==> src/sxs_consts.svh <==
`ifndef SXS_CONSTS_SVH
`define SXS_CONSTS_SVH

// ==========================================================
// Operand widths and field positions.
`define SXS_DATA_W 8
`define SXS_ADDR_W 7
`define SXS_FILE_DEPTH 128
`define SXS_NIB_LO_MSB 3
`define SXS_NIB_HI_LSB 4

// ==========================================================
// Reset values.
`define SXS_ACC_RST 8'h00
`define SXS_FLAG_RST 1'b0

// ==========================================================
// Operation codes on the command port.
`define SXS_OP_SUB 2'h0
`define SXS_OP_XORL 2'h1
`define SXS_OP_XORF 2'h2
`define SXS_OP_SWAP 2'h3

// ==========================================================
// Destination bit values.
`define SXS_DEST_ACC 1'b0
`define SXS_DEST_FILE 1'b1

`endif

==> src/sxs_pkg.sv <==
`include "sxs_consts.svh"

package sxs_pkg;

   // Operation selector.
   typedef enum logic [1:0] {
      SXS_SUB = 2'b00,
      SXS_XORL = 2'b01,
      SXS_XORF = 2'b10,
      SXS_SWAP = 2'b11
   } sxs_op_t;

   // One decoded instruction from the decoder.
   typedef struct packed {
      sxs_op_t op;
      logic [`SXS_ADDR_W-1:0] addr;
      logic dest;
      logic [`SXS_DATA_W-1:0] lit;
   } sxs_cmd_t;

   // Status flags kept by the block.
   typedef struct packed {
      logic carry;
      logic digit_carry_flag;
      logic zero;
   } sxs_flags_t;

   // Execution sequencer states.
   typedef enum logic [1:0] {
      SXS_IDLE = 2'b00,
      SXS_READ = 2'b01,
      SXS_EXEC = 2'b10
   } sxs_state_t;

endpackage

==> src/sxs_file_mem.sv <==
`timescale 1ns/1ps
`default_nettype none
`include "sxs_consts.svh"

// ==========================================================
// File register memory with a registered read port.
module sxs_file_mem (
   // Clock.
   input wire logic i_clk,
   // Write port.
   input wire logic i_we,
   input wire logic [`SXS_ADDR_W-1:0] i_waddr,
   input wire logic [`SXS_DATA_W-1:0] i_wdata,
   // Read port.
   input wire logic [`SXS_ADDR_W-1:0] i_raddr,
   output logic [`SXS_DATA_W-1:0] o_rdata
);

   logic [`SXS_DATA_W-1:0] mem_r [0:`SXS_FILE_DEPTH-1];

   // Stores a word when the write strobe is high.
   always_ff @(posedge i_clk) begin
      if (i_we) begin
         mem_r[i_waddr] <= i_wdata;
      end
   end

   // Read data come out of a register one cycle after the address.
   always_ff @(posedge i_clk) begin
      o_rdata <= mem_r[i_raddr];
   end

endmodule
`default_nettype wire

==> src/sxs_alu.sv <==
// Function
// (RULE1) Subtract computes file minus accumulator, two's complement.
// (RULE2) Destination bit 0 accumulator, 1 file.
// (RULE3) Carry and digit carry set on no borrow.
// (RULE4) Literal XOR into accumulator, zero only.
// (RULE5) Swap exchanges nibbles, flags unchanged.
// (RULE6) File XOR to destination, zero only.
// (RULE7) Zero flag set when result is zero.
//
// Chosen here: the strobed register port and the register addresses.
`timescale 1ns/1ps
`default_nettype none
`include "sxs_consts.svh"

// ==========================================================
// Accumulator datapath for subtract, XOR and nibble swap.
module sxs_alu (
   // Clock and reset.
   input wire logic i_clk,
   input wire logic i_rst_n,
   // Instruction command port.
   input wire logic i_cmd_valid,
   input wire sxs_pkg::sxs_cmd_t i_cmd,
   // Software register port.
   input wire logic [`SXS_ADDR_W-1:0] i_reg_addr,
   input wire logic [`SXS_DATA_W-1:0] i_reg_wdata,
   input wire logic i_reg_wr,
   input wire logic i_reg_rd,
   output logic [`SXS_DATA_W-1:0] o_reg_rdata,
   // Results and status.
   output logic o_busy,
   output logic o_done,
   output logic [`SXS_DATA_W-1:0] o_acc,
   output logic [`SXS_DATA_W-1:0] o_result,
   output sxs_pkg::sxs_flags_t o_flags
);
   import sxs_pkg::*;

   // ==========================================================
   // Helper functions.

   // Zero detect for an 8-bit result.
   function automatic logic is_zero(input logic [`SXS_DATA_W-1:0] v);
      is_zero = (v == 8'h00); // RULE7
   endfunction

   // Exchange the two nibbles of a byte.
   function automatic logic [`SXS_DATA_W-1:0] swap_nib(
      input logic [`SXS_DATA_W-1:0] v);
      swap_nib = {v[`SXS_NIB_LO_MSB:0],
                  v[`SXS_DATA_W-1:`SXS_NIB_HI_LSB]}; // RULE5
   endfunction

   // ==========================================================
   // State and storage.
   sxs_state_t state_r;
   sxs_cmd_t cmd_r;
   logic [`SXS_DATA_W-1:0] acc_r;
   sxs_flags_t flags_r;
   logic mem_we;
   logic [`SXS_ADDR_W-1:0] mem_waddr;
   logic [`SXS_ADDR_W-1:0] mem_raddr;
   logic [`SXS_DATA_W-1:0] mem_wdata;
   logic [`SXS_DATA_W-1:0] mem_rdata;
   logic [`SXS_ADDR_W-1:0] rd_addr_r;
   logic [`SXS_DATA_W:0] diff;
   logic [`SXS_NIB_HI_LSB:0] ndiff;
   logic [`SXS_DATA_W-1:0] res;
   logic exec;

   assign exec = (state_r == SXS_EXEC);

   // ==========================================================
   // Execution sequencer: take command, read operand, execute.
   always_ff @(posedge i_clk or negedge i_rst_n) begin
      if (!i_rst_n) begin
         state_r <= SXS_IDLE;
      end else begin
         case (state_r)
            SXS_IDLE: begin
               if (i_cmd_valid) begin
                  state_r <= SXS_READ;
               end
            end
            SXS_READ: begin
               state_r <= SXS_EXEC;
            end
            SXS_EXEC: begin
               state_r <= SXS_IDLE;
            end
            default: begin
               state_r <= SXS_IDLE;
            end
         endcase
      end
   end

   // Captures the command when it is taken.
   always_ff @(posedge i_clk or negedge i_rst_n) begin
      if (!i_rst_n) begin
         cmd_r <= '0;
      end else if (state_r == SXS_IDLE && i_cmd_valid) begin
         cmd_r <= i_cmd;
      end
   end

   // ==========================================================
   // Arithmetic on the file operand and the accumulator.
   always_comb begin
      diff = {1'b0, mem_rdata} - {1'b0, acc_r}; // RULE1
      ndiff = {1'b0, mem_rdata[`SXS_NIB_LO_MSB:0]}
            - {1'b0, acc_r[`SXS_NIB_LO_MSB:0]};
      case (cmd_r.op)
         SXS_SUB: res = diff[`SXS_DATA_W-1:0]; // RULE1
         SXS_XORL: res = acc_r ^ cmd_r.lit; // RULE4
         SXS_XORF: res = acc_r ^ mem_rdata; // RULE6
         SXS_SWAP: res = swap_nib(mem_rdata); // RULE5
         default: res = 8'h00;
      endcase
   end

   // ==========================================================
   // Accumulator update.
   always_ff @(posedge i_clk or negedge i_rst_n) begin
      if (!i_rst_n) begin
         acc_r <= `SXS_ACC_RST;
      end else if (exec) begin
         if (cmd_r.op == SXS_XORL) begin
            acc_r <= res; // RULE4
         end else if (cmd_r.dest == `SXS_DEST_ACC) begin
            acc_r <= res; // RULE2
         end
      end
   end

   // Status flag update.
   always_ff @(posedge i_clk or negedge i_rst_n) begin
      if (!i_rst_n) begin
         flags_r <= '0;
      end else if (exec) begin
         case (cmd_r.op)
            SXS_SUB: begin
               flags_r.carry <= ~diff[`SXS_DATA_W]; // RULE3
               flags_r.digit_carry_flag <= ~ndiff[`SXS_NIB_HI_LSB]; // RULE3
               flags_r.zero <= is_zero(res); // RULE7
            end
            SXS_XORL, SXS_XORF: begin
               flags_r.zero <= is_zero(res); // RULE4 RULE6 RULE7
            end
            SXS_SWAP: begin
               flags_r <= flags_r; // RULE5
            end
            default: begin
               flags_r <= flags_r;
            end
         endcase
      end
   end

   // ==========================================================
   // File memory port steering: execution wins over software.
   always_comb begin
      if (state_r == SXS_READ) begin
         mem_raddr = cmd_r.addr;
      end else if (i_reg_rd) begin
         mem_raddr = i_reg_addr;
      end else begin
         mem_raddr = rd_addr_r;
      end
      if (exec && cmd_r.op != SXS_XORL &&
          cmd_r.dest == `SXS_DEST_FILE) begin
         mem_we = 1'b1; // RULE2
         mem_waddr = cmd_r.addr;
         mem_wdata = res;
      end else begin
         mem_we = i_reg_wr && (state_r == SXS_IDLE);
         mem_waddr = i_reg_addr;
         mem_wdata = i_reg_wdata;
      end
   end

   sxs_file_mem u_mem (
      .i_clk(i_clk),
      .i_we(mem_we),
      .i_waddr(mem_waddr),
      .i_wdata(mem_wdata),
      .i_raddr(mem_raddr),
      .o_rdata(mem_rdata)
   );

   // Holds the last software read address so its data keep standing.
   always_ff @(posedge i_clk or negedge i_rst_n) begin
      if (!i_rst_n) begin
         rd_addr_r <= '0;
      end else if (i_reg_rd) begin
         rd_addr_r <= i_reg_addr;
      end
   end

   // Read data come straight from the memory's output register.
   // This gives the data in the cycle right after a read strobe outside SXS_READ; a strobe during SXS_READ gets them one cycle later.
   assign o_reg_rdata = mem_rdata;

   // ==========================================================
   // Registered outputs.
   always_ff @(posedge i_clk or negedge i_rst_n) begin
      if (!i_rst_n) begin
         o_busy <= 1'b0;
         o_done <= 1'b0;
         o_result <= 8'h00;
      end else begin
         o_busy <= (state_r == SXS_IDLE) ? i_cmd_valid :
                   (state_r == SXS_READ);
         o_done <= exec;
         if (exec) begin
            o_result <= res;
         end
      end
   end

   // Copies of accumulator and flags, one cycle behind.
   always_ff @(posedge i_clk or negedge i_rst_n) begin
      if (!i_rst_n) begin
         o_acc <= `SXS_ACC_RST;
         o_flags <= '0;
      end else begin
         o_acc <= acc_r;
         o_flags <= flags_r;
      end
   end

endmodule
`default_nettype wire

==> config.mk <==
export PLATFORM = sky130hd
export DESIGN_NAME = sxs_alu
export DESIGN_NICKNAME = d
export VERILOG_FILES = /design/src/sxs_pkg.sv /design/src/sxs_file_mem.sv /design/src/sxs_alu.sv
export VERILOG_INCLUDE_DIRS = /design/src
export SDC_FILE = /design/constraint.sdc
export NUM_CORES = 1
export LEC_CHECK = 0
export BUFFER_PORTS_ARGS = -buffer_cell sky130_fd_sc_hd__buf_4
export CAP_MARGIN = 15
export CORE_MARGIN = 2
export CORE_UTILIZATION = 32
export CTS_CLUSTER_DIAMETER = 200
export DETAILED_ROUTE_END_ITERATION = 7
export PLACE_DENSITY = 0.43
export SLEW_MARGIN = 25
export SYNTH_ARGS = -nofsm -noshare
export SYNTH_HDL_FRONTEND = slang
export SYNTH_SLANG_ARGS = --single-unit
==> constraint.sdc <==
create_clock -name i_clk -period 24.7 [get_ports i_clk]
set_clock_uncertainty 0.2 [all_clocks]
set_input_delay 2.47 -clock i_clk [delete_from_list [all_inputs] [get_ports i_clk]]
set_output_delay 2.47 -clock i_clk [all_outputs]
set_load 0.005 [all_outputs]
# After elaboration in Yosys (flattened, before gate mapping)
# Memories as Yosys holds them, arrays and structs flattened. A register that Yosys moved wholly into a read port is not among the register bits.
# Cells that the tools add are included.
# totals
regBits	59
ram_bits	1024
input_bits	38
output_inout_bits	29
word_cells	58
memories	1
# mem_list
memory	words	width	rd	rd_ports_with_merged_regs	write_ports	line_no	rtl
u_mem.mem_r	128	8	1	1	1	sxs_file_mem.sv:19	logic [`SXS_DATA_W-1:0] mem_r [0:`SXS_FILE_DEPTH-1];
# op_classes
n_addsub	2
n_eq_ne	8
mux	14
bitwise_logic	5
n_reduce_logical	11
# ops
operator	count
$pmux 8 s4	1
$mux 8	3
$mux 7	3
$xor 8x8->8	2
$sub 8x8->9	1
$logic_not 8->1	1
$eq 2x2->1 const B	3
$reduce_and 2->1	3
$mux 1	5
$sub 4x4->5	1
$eq 2x1->1 const B	2
$logic_and 1x1->1	4
$logic_not 2->1	2
$ne 2x1->1 const B	2
$pmux 2 s2	1
$not 1->1	3
$reduce_or 3->1	1
$mux 2	1
$ne 2x2->1 const B	1

# Logic depth before layout (Yosys ltp)
# Gate-level depths: netlist of run 1.
# depth
depth_word	6
depth_mapped	15
ltp_nobuf	11

# Cells and area by module
# A second synthesis of run 1 with hierarchy kept.
# unflattened
cells_unflattened	1914
area_unflattened_um2	42742.2
# modules_own_cells
mod	n_inst	cells_each	area_each_um2
sxs_file_mem	1	1635	39665.5
sxs_alu	1	279	3076.7

# Worst setup path after synthesis of run 1
# OpenSTA, ideal clock, no wires.
# synth_path
path_kind	flip-flop to flip-flop
from	reg acc_r[1]
to	mem u_mem.mem_r[0][7] in the netlist's numbering (data pin)
setup_ns	1.197
arrival_ns	6.943
required_ns	23.303
setup_slack_ns	16.360
stages_incl_launch_ff	11
n_path_buf	0
synth_period_minus_slack_ns	8.340
cell_sequence	dfrtp_1 > inv_1 > ha_1 > nor2b_1 > o21ai_0 > nand2b_1 > a2111o_1 > a31oi_1 > xor2_1 > a21o_1 > o21ai_0
# synth_via
elab_chain_cells	3
# synth_rtl
item	line_no	rtl
start: declaration	sxs_alu.sv:58	logic [`SXS_DATA_W-1:0] acc_r;
start signal: assignment	sxs_alu.sv:126	acc_r <= `SXS_ACC_RST;
start signal: assignment	sxs_alu.sv:129	acc_r <= res;
start signal: assignment	sxs_alu.sv:131	acc_r <= res;
$sub 8x8->9	sxs_alu.sv:110	diff = {1'b0, mem_rdata} - {1'b0, acc_r};
$pmux 8 s4	sxs_alu.sv:113	case (cmd_r.op)
$mux 8	sxs_alu.sv:170	if (exec && cmd_r.op != SXS_XORL &&
named net mem_wdata[7]	sxs_alu.sv:63	logic [`SXS_DATA_W-1:0] mem_wdata;
end: declaration	sxs_file_mem.sv:19	
# The timed path passes the listed nets, and every way through them passes these cells.

# Worst setup path in the final report of run 1
# layout_path
from	in i_reg_rd
to	reg u_mem.o_rdata[2], read port of u_mem.mem_r
# layout_via
elab_chain_cells	2
# layout_rtl
item	line_no	rtl
start: declaration	sxs_alu.sv:28	input wire logic i_reg_rd,
$mux 7	sxs_alu.sv:165	end else if (i_reg_rd) begin
$mux 7	sxs_alu.sv:163	if (state_r == SXS_READ) begin
end: declaration	sxs_file_mem.sv:16	output logic [`SXS_DATA_W-1:0] o_rdata
# Every way passes these cells.
# A chain may end at the register's enable or synchronous reset.

==> impl_summary.txt, run 1 <==
----------------------------------------------------
[Pwr]
  Internal power component ... 3.39 mW
  Combinational share of power ... 17.8%
  Standby leakage power ... about 17 nW
  Switching Fraction ... between 20% and 30%
  Largest voltage drop on the vdd net ... 0.0538 mV
  Portion of total power attributed to the clock network ... 36.4%
  Portion of total power attributed to sequential cells ... a little under half
  Net Switching ... roughly 1.4 mW
  Design Power ... 4.75 mW
  Power density over the cells ... 94.6 nW/um^2

[Timing]
  Max transition margin ... 24.0%
  RSZ-0062 raised after global routing ... no
  Final hold violations ... 0
  Total Neg Setup Slack ... 0 ps
  Post-route setup slack ... roughly 18000 ps
  Transition time of the tightest slew-check pin ... 1140 ps
  Setup-failing EPs final ... 0
  Share of the clock period used by the worst path after layout ... a little over a quarter
  Max-slew violation total from the final report ... 0
  Time the worst path needs with I/O delays and setup ... between 6000 and 7000 ps
  Achievable clock frequency ... 152 MHz

[Logic synthesis]
  EDFF count, synth ... a little over 1000
  Cell area after synthesis ... 43900 sq um
  Top cell type by total area after synthesis ... edfxtp_1
  Mean cell area of the mapped netlist ... 14.1 sq um
  Most used flip-flop cell after synthesis ... edfxtp_1
  Warning count from the yosys run ... 0
  Library cell with the highest instance count after synthesis ... edfxtp_1
  Post-Synthesis Net Count ... around 3200
  Share of the synthesized area in the top cell type ... 70.0%
  Flop and latch count out of synthesis ... 1091
  Proportion of register bits with asynchronous set or reset after synthesis ... around 5.4%
  Commonest cells post-synth ... edfxtp_1, nand2_1, mux2i_1
  Sequential element share of the synthesized area ... 73.8%
  Number of unique standard cell types used by synthesis ... 54
  Synthesized instance count ... roughly 3100
  Top post-synthesis cells by area ... edfxtp_1, nand2_1, mux2i_1

[Layout]
  Post-layout util ... 37.0%
  Area growth, synth to finish ... 14.3%
  Fraction of layout instances using a drive strength above 1 ... 10.6%
  Filler cells ... 12900
  Layout net count ... 3226

[Floorplanning]
  X dimension of the die ... 374 um
  Vert. Die Dim ... 374 um
  Initial cell density of the core ... about a third
  I/O pin count ... 67
  Area of the die ... 140000 sq um
  Core area ... 136000 sq um
  Cell Rows ... 135

[Worst setup path]
  Slowest cell on the critical path ... nor4_1
  Worst Path Arrival ... roughly 7000 ps
  Buffers plus inverters on the worst setup path ... 3
  Critical setup path kind ... primary input to flip-flop
  Highest fanout seen on the critical path ... about 130
  Type of destination of the critical path ... flip-flop
  Timing startpoint of the critical path ... i_reg_rd
  Critical path startpoint category ... primary input
  Cell class contributing the biggest share of worst-path delay ... simple AND/OR/NAND/NOR gates
  Most used cell, CP ... and3_1
  Peak per-stage delay on the critical path ... 940 ps
  Cell-by-cell trace of the critical path ... buf_4, mux2i_1, a21o_4, buf_12, buf_16, nand2_1, and3_1, o21ai_0, nand4_1, nor4_1, and3_1
  Worst EP required ... around 25000 ps
  R2R Setup Slk ... 19500 ps
  FF-to-FF Start ... state_r[1]

[Global routing]
  Aggregate global-route resource usage ... a little under a fifth
  Global-route congestion overflow total ... 0
  Pin count of the biggest net entering global routing ... 196
  First-pass GRT wire length ... about 190000 um
  Vias in the first global route ... 25900
  Number of antenna violations at the first check in global routing ... 4

[Clock tree]
  Number of instances resized during post-cts repair ... 0
  Number of H-tree levels ... 3
  Sink count of the clock tree ... 1091
  Clock tree from TritonCTS ... built
  Clock transition at the register clock pins on the worst setup and hold paths after CTS ... 60 ps
  Post-CTS setup-driven buffer insertion count ... 0
  Number of CTS-inserted buffers ... 116
  Clock insertion delay at the later pin of the skew report ... 730 ps
  Root Driver ... clkbuf_16
  CTS Hold Buffers Added ... 0
  Buffer levels on the longest clock path ... 3

[Worst hold path]
  HP Start ... flags_r[1]
  Path type of the worst min-delay path ... flip-flop to flip-flop

[Job]
  Count of maximum capacitance violations ... 0

[Placement]
  DP Worst Slack ... 17430 ps
  Placer Congestion ... 0.808
  Port Buf Inserts ... 66
  Post-DP HPWL ... 79400 um

[Detailed routing]
  DR pass1 iterations ... 7
  DRC violation count after routing ... 0
  Routed Wire Length ... 132000 um
  Antenna-violating nets left ... 0
  DRT iter0 DRCs ... between 2000 and 2500
  Wirelength per Cell ... 26.0 um
  Routed via count divided by cell count ... about 5.2
  Total number of vias ... 26200

[Outcome]
  Run status ... finished, final reports clean

----------------------------------------------------
-- power by group through the flow --
stage	clock network (mW)	registers, mW	logic [mW]
floorplan	0	2.21	0.510
global placement	0	2.21	0.841
finish	1.73	2.17	0.844
global route	1.84	2.18	0.914
detailed placement	0	2.21	0.849
CTS	1.77	2.17	0.852
-- area by class of cell --
cell class	count	area, sq um	area share, %
sequential	1091	32400	64.5
tap	1781	2230	4.44
multi-input combinational	1846	10900	21.7
clock inverter	71	617	1.23
inverter	15	56.3	0.112
antenna	2	5.00	0.00997
clock buffer	149	3160	6.30
timing repair buffer	105	871	1.73
-- kinds of logic (layout without fill, tap and decap cells) --
group,after synthesis,count (layout),synth area share [%]
compound gates,315,315,4.76
simple gates,1210,1210,11.9
other cells,0,2,0
buf+inv,183,340,2.07
xor+xnor,14,14,0.279
mux,294,294,6.82
fa+ha+maj,13,13,0.388
flops,1091,1091,73.8
-- worst register-to-register path, cell delays in order (launching register included) --
cell and delay [ps]:
dfrtp_1 400, nand2b_1 150, buf_4 220, a21oi_4 200
buf_12 620, buf_4 930, nand2_1 160, and3_1 210
o21ai_0 420, nand4_1 440, nor4_1 940, and3_1 270
-- sequential cells by signal, summed over array words and instances (netlist names) --
name	count
u_mem.mem_r	1024
cmd_r	18
acc_r	8
o_acc	8
o_result	8
u_mem.o_rdata	8
rd_addr_r	7
flags_r	3
o_flags	3
state_r	2
o_busy	1
o_done	1
-- path summary, 6_finish.rpt --
check / to / cells after the start
max in group asynchronous: cmd_r[11] / 1
min in group asynchronous: acc_r[4] / 1
setup / recovery: u_mem.o_rdata[2] / 11
hold / removal: o_flags[1] / 0
setup reg to reg: u_mem.o_rdata[2] / 11
hold reg to reg: o_flags[1] / 0
-- stage by stage --
stage	cells	cell area [sq um]	hold WS, ps
5_1_grt	5058	50200	184
3_3_place_gp	4837	46400	160
6_report	5060	50200	176
2_1_floorplan	3120	43900	148
3_5_place_dp	4837	46400	165
4_1_cts	5057	50200	176
-- layout by cell type (no fill, tap or decap), types with 5 or more instances in the layout --
cell type and instances:
nor3_1 7, bufinv_16 10, a21oi_1 34, a32oi_1 79, nand2_1 733, and3_1 113
dfxtp_1 8, and2_1 5, a31oi_1 67, nand3_2 6, nor2_1 136, o21ai_0 64
clkinv_2 22, xnor2_1 10, clkbuf_8 7, o22ai_1 37, nand3_1 129, buf_12 5
clkbuf_16 119, clkinv_1 29, edfxtp_1 1024, mux2_2 31, nor4_2 12, mux2i_1 260
nand2b_1 6, nor4_1 11, or4_1 7, nand3b_1 12, nand4_1 10, ha_1 12
inv_1 15, buf_4 99, o21ai_4 7, dfrtp_1 59, clkbuf_1 23
-- per-layer routing --
layer  vias to the layer above  GRT usage [%]  wire [um]
met5                         -              0         26
met4                         4           4.76       2410
met3                       149           3.02       7760
met2                       803           29.5      61300
met1                     13500           26.3      60200
li1                      11800              -          -
No activity file was read; power rests on OpenSTA's default activity.
==> run 2, diff against run 1 <==
--- a/config.mk
+++ b/config.mk
@@ -12,7 +12,7 @@
 export CORE_UTILIZATION = 32
 export CTS_CLUSTER_DIAMETER = 200
 export DETAILED_ROUTE_END_ITERATION = 7
-export PLACE_DENSITY = 0.43
+export PLACE_DENSITY = 0.45
 export SLEW_MARGIN = 25
 export SYNTH_ARGS = -nofsm -noshare
 export SYNTH_HDL_FRONTEND = slang
==> constraint.sdc (replaced) <==
create_clock -name i_clk -period 5.6 [get_ports i_clk]
set_clock_uncertainty 0.2 [all_clocks]
set_input_delay 0.56 -clock i_clk [delete_from_list [all_inputs] [get_ports i_clk]]
set_output_delay 0.56 -clock i_clk [all_outputs]
set_load 0.005 [all_outputs]
==> impl_summary.txt, run 2 (synthesis results as in run 1) <==
----------------------------------------------------
[Clock tree]
  Clock transition at the register clock pins on the worst setup and hold paths after CTS ... 60 ps (about the same)
  CTS Hold Buffers Added ... 33 (+33)
  Number of H-tree levels ... 3 (unchanged)
  Clock tree from TritonCTS ... built
  Number of instances resized during post-cts repair ... 0 (unchanged)
  Root Driver ... clkbuf_16
  Buffer levels on the longest clock path ... 3 (unchanged)
  Clock insertion delay at the later pin of the skew report ... 750 ps (+20 ps)
  Number of CTS-inserted buffers ... 117 (+0.86%)
  Sink count of the clock tree ... 1091 (unchanged)
  Post-CTS setup-driven buffer insertion count ... 0 (unchanged)

[Timing]
  Time the worst path needs with I/O delays and setup ... between 4000 and 5000 ps
  Final hold violations ... 0 (unchanged)
  Max-slew violation total from the final report ... 0 (unchanged)
  Share of the clock period used by the worst path after layout ... 86.7%
  Achievable clock frequency ... 206 MHz
  Total Neg Setup Slack ... 0 ps (unchanged)
  Setup-failing EPs final ... 0 (unchanged)
  Max transition margin ... 29.4% (+5.4 points)
  Transition time of the tightest slew-check pin ... 1060 ps (-80.2 ps)
  RSZ-0062 raised after global routing ... no
  Hold slack final ... 74.9 ps (-101 ps)

[Worst hold path]
  Worst Hold Depth ... 3 (+3)
  Worst Hold End ... rd_addr_r[0]
  HP Start ... i_reg_rd
  Path type of the worst min-delay path ... primary input to flip-flop

[Worst setup path]
  Timing startpoint of the critical path ... state_r[1]
  Cell class contributing the biggest share of worst-path delay ... simple AND/OR/NAND/NOR gates
  Type of destination of the critical path ... flip-flop
  Cell-by-cell trace of the critical path ... nand2b_1, a21oi_4, buf_12, buf_4, buf_4, mux2i_1, mux2i_1, o22ai_1, or4_1, nor4_1, and3_1
  Critical path startpoint category ... flip-flop
  Highest fanout seen on the critical path ... 22 (-83%)
  Critical setup path kind ... flip-flop to flip-flop
  Worst Path Arrival ... 5340 ps (-1720 ps)
  R2R Setup Slk ... 750 ps (-18750 ps)
  FF-to-FF Start ... state_r[1]
  Peak per-stage delay on the critical path ... 690 ps (-250 ps)
  Depth of the worst register-to-register path ... 11 (unchanged)
  Slowest cell on the critical path ... nor4_1
  End of the worst register-to-register path ... u_mem.o_rdata[3]
  Worst EP required ... 6090 ps (-19080 ps)
  Buffers plus inverters on the worst setup path ... 3 (unchanged)

[Outcome]
  Run status ... finished, final reports clean

[Layout]
  Filler cells ... 13000 (+0.57%)
  Area growth, synth to finish ... 16.4%
  Biggest registers after layout ... u_mem.mem_r (1024), cmd_r (18)
  Non-filler cells, final ... 5159 (+2.0%)
  Most used cells in the layout excluding fill and tap cells ... edfxtp_1, nand2_1, mux2i_1, buf_4, nand3_1
  Layout net count ... 3332 (+3.3%)
  Leading cell type in the layout, fill and taps excluded ... edfxtp_1
  Post-layout util ... 37.6% (+0.68 points)
  Fraction of layout instances using a drive strength above 1 ... 12.2% (+1.5 points)
  Largest Register ... u_mem.mem_r
  Flip-flop count of the largest register after layout ... 1024 (unchanged)

[Global routing]
  Pin count of the biggest net entering global routing ... 129 (-34%)
  Global-route congestion overflow total ... 0 (unchanged)
  First-pass GRT wire length ... 189000 um (-0.91%)
  Aggregate global-route resource usage ... 18.3% (-0.23 points)
  Vias in the first global route ... 25900 (-0.0077%)
  Number of antenna violations at the first check in global routing ... 2 (-2)

[Detailed routing]
  DRT iter0 DRCs ... 2470 (+5.2%)
  Routed Wire Length ... 130000 um (-1.3%)
  Wirelength per Cell ... 25.2 um (-3.2%)
  Antenna-violating nets left ... 0 (unchanged)
  DR pass1 iterations ... 5 (-2)
  DRC violation count after routing ... 0 (unchanged)
  Total number of vias ... 26200 (-0.18%)
  Routed via count divided by cell count ... 5.08 (-2.1%)

[Floorplanning]
  Core area ... 136000 sq um (unchanged)
  X dimension of the die ... 374 um (unchanged)
  I/O pin count ... 67 (unchanged)
  Cell Rows ... 135 (unchanged)
  Initial cell density of the core ... 32.3% (unchanged)
  Vert. Die Dim ... 374 um (unchanged)
  Area of the die ... 140000 sq um (unchanged)

[Placement]
  Port Buf Inserts ... 66 (unchanged)
  Placer Congestion ... 0.839 (+3.8%)
  Post-DP HPWL ... 82500 um (+4.0%)
  Total placed cells including tap cells ... 4910 (+1.5%)

[Pwr]
  Largest voltage drop on the vdd net ... 0.252 mV (+370%)
  Standby leakage power ... 17.9 nW (+2.8%)
  Power density over the cells ... 410 nW/um^2 (+330%)

[Job]
  Count of maximum capacitance violations ... 0 (unchanged)

----------------------------------------------------
[run 2: changes by cell type in the layout (fill, tap and decap cells not counted), sizes merged, moves of 2 or more]
cell / before / now
dlygate4sd3: 0 / 33
inv: 19 / 17
clkinv: 53 / 51
clkbuf: 149 / 147
buf: 105 / 177
[run 2: metal layers]
metal	vias to the layer above	track usage (%)	routed length, um
met4	2	4.54	2220
met5	-	0	13
met3	141	2.72	7370
met2	777	28.6	59800
met1	13300	26.6	60700
li1	12000	-	-
[run 2: final cells by class]
class	count	area, sq um	share of cell area [%]
Clock inverter	66	576	1.13
Clock buffer	147	3110	6.09
Antenna cell	3	7.51	0.0147
Multi-Input combinational cell	1846	10800	21.2
Inverter	15	56.3	0.110
Tap cell	1781	2230	4.36
Sequential cell	1091	32400	63.3
Timing Repair Buffer	210	1930	3.78
[run 2: worst max path at each step]
stage	depth (start not counted)	end	slack, ps
3_5_place_dp	11	u_mem.o_rdata[1]	730
5_1_grt	11	u_mem.o_rdata[3]	650
4_1_cts	11	u_mem.o_rdata[1]	740
6_report	11	u_mem.o_rdata[3]	750
2_1_floorplan	10	u_mem.mem_r[0][7]	1010
3_3_place_gp	11	u_mem.o_rdata[1]	760
[run 2: per-stage QoR]
stage / power [mW] / cell area [sq um] / worst slack [ps]
final: 21.0 / 51100 / 746
after global routing: 21.8 / 51100 / 648
after CTS: 21.2 / 51100 / 737
after detailed placement: 13.6 / 47100 / 732
after global placement: 13.6 / 47100 / 757
after floorplan: 11.9 / 43900 / 1010
[run 2: tightest hold or removal path, delay by kind of cell]
kind | cells | cell delay, ps
buffers and inverters | 2 | 230
muxes | 1 | 170
[run 2: power by group]
group | switching, mW | total (mW) | internal (mW)
combinational | 2.57 | 3.88 | 1.31
sequential | 0.199 | 9.56 | 9.36
clock | 3.21 | 7.53 | 4.32
total | 5.97 | 21.0 | 15.0
==> run 3, diff against run 2 <==
--- a/config.mk
+++ b/config.mk
@@ -12,7 +12,7 @@
 export CORE_UTILIZATION = 32
 export CTS_CLUSTER_DIAMETER = 200
 export DETAILED_ROUTE_END_ITERATION = 7
-export PLACE_DENSITY = 0.45
+export PLACE_DENSITY = 0.43
 export SLEW_MARGIN = 25
 export SYNTH_ARGS = -nofsm -noshare
 export SYNTH_HDL_FRONTEND = slang
==> constraint.sdc (replaced) <==
create_clock -name i_clk -period 6.1 [get_ports i_clk]
set_clock_uncertainty 0.2 [all_clocks]
set_input_delay 0.61 -clock i_clk [delete_from_list [all_inputs] [get_ports i_clk]]
set_output_delay 0.61 -clock i_clk [all_outputs]
set_load 0.005 [all_outputs]
==> impl_summary.txt, run 3 (synthesis results as in run 1) <==
----------------------------------------------------
[Clock tree]
  Root Driver ... clkbuf_16
  Clock transition at the register clock pins on the worst setup and hold paths after CTS ... 60 ps (about the same)
  Number of H-tree levels ... 3 (unchanged)
  Buffer levels on the longest clock path ... 3 (unchanged)
  Sink count of the clock tree ... 1091 (unchanged)
  Clock tree from TritonCTS ... built
  Post-CTS setup-driven buffer insertion count ... 0 (unchanged)
  Number of instances resized during post-cts repair ... 0 (unchanged)
  Clock insertion delay at the later pin of the skew report ... 750 ps (about the same)
  Number of CTS-inserted buffers ... 115 (-1.7%)
  CTS Hold Buffers Added ... 27 (-18%)

[Detailed routing]
  Routed wl met3 ... 7420 um (+0.71%)
  Routed via count divided by cell count ... 5.21 (+2.5%)
  Routed met2 length ... 61200 um (+2.4%)
  Post-route met1 wirelength ... 63700 um (+4.9%)
  Routed Wire Length ... 135000 um (+4.1%)
  DRC violation count after routing ... 0 (unchanged)
  DR pass1 iterations ... 6 (+1)
  DRT iter0 DRCs ... 2473 (+0.12%)
  Antenna-violating nets left ... 0 (unchanged)
  Total number of vias ... 26600 (+1.7%)
  Highest metal layer with signal wires ... met5
  Wirelength per Cell ... 26.5 um (+4.9%)

[Timing]
  Post-route setup slack ... 1360 ps (+616 ps)
  Share of the clock period used by the worst path after layout ... 77.7% (-9.0 points)
  Total Neg Setup Slack ... 0 ps (unchanged)
  Setup-failing EPs final ... 0 (unchanged)
  Final hold violations ... 0 (unchanged)
  Achievable clock frequency ... 211 MHz (+2.4%)
  Max-slew violation total from the final report ... 0 (unchanged)
  RSZ-0062 raised after global routing ... no
  Transition time of the tightest slew-check pin ... 1020 ps (-36.3 ps)
  Time the worst path needs with I/O delays and setup ... 4740 ps (-116 ps)
  Max transition margin ... 31.8% (+2.4 points)

[Pwr]
  Standby leakage power ... 17.6 nW (-1.5%)
  Net Switching ... 5.51 mW (-7.8%)
  Switching Fraction ... 28.9% (+0.39 points)
  Power density over the cells ... 377 nW/um^2 (-8.1%)
  Combinational share of power ... 18.6% (about the same)
  Portion of total power attributed to sequential cells ... 46.2% (+0.6 points)
  Portion of total power attributed to the clock network ... 35.2% (-0.7 points)
  Largest voltage drop on the vdd net ... 0.234 mV (-7.2%)
  Internal power component ... 13.6 mW (-9.5%)

[Worst setup path]
  Worst Path Arrival ... 4880 ps (-460 ps)
  Worst EP required ... 6240 ps (+150 ps)
  Critical setup path kind ... flip-flop to flip-flop
  Slowest cell on the critical path ... nor2_1
  Peak per-stage delay on the critical path ... 890 ps (+200 ps)
  Cell-by-cell trace of the critical path ... nand2b_1, inv_1, and2_1, mux2i_1, nand2b_1, nand2b_2, nor2_1
  Critical path startpoint category ... flip-flop
  Most used cell, CP ... nand2b_1
  Type of destination of the critical path ... flip-flop
  Highest fanout seen on the critical path ... 17 (-23%)

[Layout]
  Layout net count ... 3289 (-1.3%)
  Biggest registers after layout ... u_mem.mem_r (1024), cmd_r (18)
  Area growth, synth to finish ... 15.2%
  Fraction of layout instances using a drive strength above 1 ... 10.8% (-1.4 points)
  Largest Register ... u_mem.mem_r
  Flip-flop count of the largest register after layout ... 1024 (unchanged)
  Most used cells in the layout excluding fill and tap cells ... edfxtp_1, nand2_1, mux2i_1, nand3_1, nor2_1
  Leading cell type in the layout, fill and taps excluded ... edfxtp_1

[Global routing]
  Vias in the first global route ... 26200 (+1.3%)
  Pin count of the biggest net entering global routing ... 97 (-25%)
  Aggregate global-route resource usage ... 19.0% (+0.73 points)
  Global-route congestion overflow total ... 0 (unchanged)
  First-pass GRT wire length ... 194000 um (+3.1%)
  Number of antenna violations at the first check in global routing ... 7 (+5)

[Floorplanning]
  Area of the die ... 140000 sq um (unchanged)
  Core area ... 136000 sq um (unchanged)
  Cell Rows ... 135 (unchanged)
  Vert. Die Dim ... 374 um (unchanged)
  I/O pin count ... 67 (unchanged)
  X dimension of the die ... 374 um (unchanged)
  Initial cell density of the core ... 32.3% (unchanged)

[Placement]
  DP Worst Slack ... 1380 ps (+645 ps)
  Placer Congestion ... 0.824 (-1.8%)
  Post-DP HPWL ... 86200 um (+4.5%)
  Port Buf Inserts ... 66 (unchanged)

[Job]
  Count of maximum capacitance violations ... 0 (unchanged)

[Outcome]
  Run status ... finished, final reports clean

[Worst hold path]
  Path type of the worst min-delay path ... primary input to flip-flop

----------------------------------------------------
[run 3: changes by cell type in the layout (fill, tap and decap cells not counted), sizes merged, moves of 3 or more]
cell         before  now
buf             177  142
clkbuf          147  163
clkinv           51   38
dlygate4sd3      33   27
bufinv            9    6
clkinvlp          4    1
[run 3: per-layer routing]
layer  vias to the layer above  GRT usage (%)
li1                      11900              -
met1                     13700           28.0
met3                       169           2.60
met2                       823           29.5
met4                         2           4.98
met5                         -              0
[run 3: area by class of cell]
type	instances	area, sq um
Clock buffer	163	3150
Timing Repair Buffer	169	1560
Sequential cell	1091	32400
Clock inverter	48	415
Multi-Input combinational cell	1846	10800
Tap cell	1781	2230
Antenna cell	4	10.0
Fill cell	13000	85200
Inverter	15	56.3
[run 3: path summary, 6_finish.rpt]
kind	from	end	slack, ps	depth (start not counted)
max in group asynchronous	i_rst_n	rd_addr_r[0]	4870	2
max	state_r[0]	u_mem.mem_r[56][2]	1360	7
min	i_reg_rd	rd_addr_r[6]	70	2
min reg2reg	flags_r[0]	o_flags[0]	180	0
min in group asynchronous	i_rst_n	acc_r[4]	290	2
max reg2reg	state_r[0]	u_mem.mem_r[56][2]	1360	7
[run 3: through the flow]
stage               cells  hold slack (ps)  total power, mW  cell area [sq um]  util (%)
finish               5117             68.6             19.1              50600      37.3
global placement     4873              161             12.5              46700      34.4
floorplan            3120              114             11.0              43900         -
global route         5117             54.8             19.8              50600      37.3
CTS                  5112             17.5             19.3              50500      37.2
detailed placement   4874              163             12.5              46700      34.4
[run 3: critical path: cells and delay by family, from the launching register on]
family,cells,cell delay [ps]
buf+inv,1,300
flops,1,400
mux,1,560
simple gates,5,2850
[run 3: power groups by stage]
stage | sequential [mW] | clock (mW) | combinational (mW)
3_5_place_dp | 8.96 | 0 | 3.54
4_1_cts | 8.81 | 6.89 | 3.57
5_1_grt | 8.82 | 7.16 | 3.83
2_1_floorplan | 8.91 | 0 | 2.07
6_report | 8.81 | 6.72 | 3.54
3_3_place_gp | 8.96 | 0 | 3.52
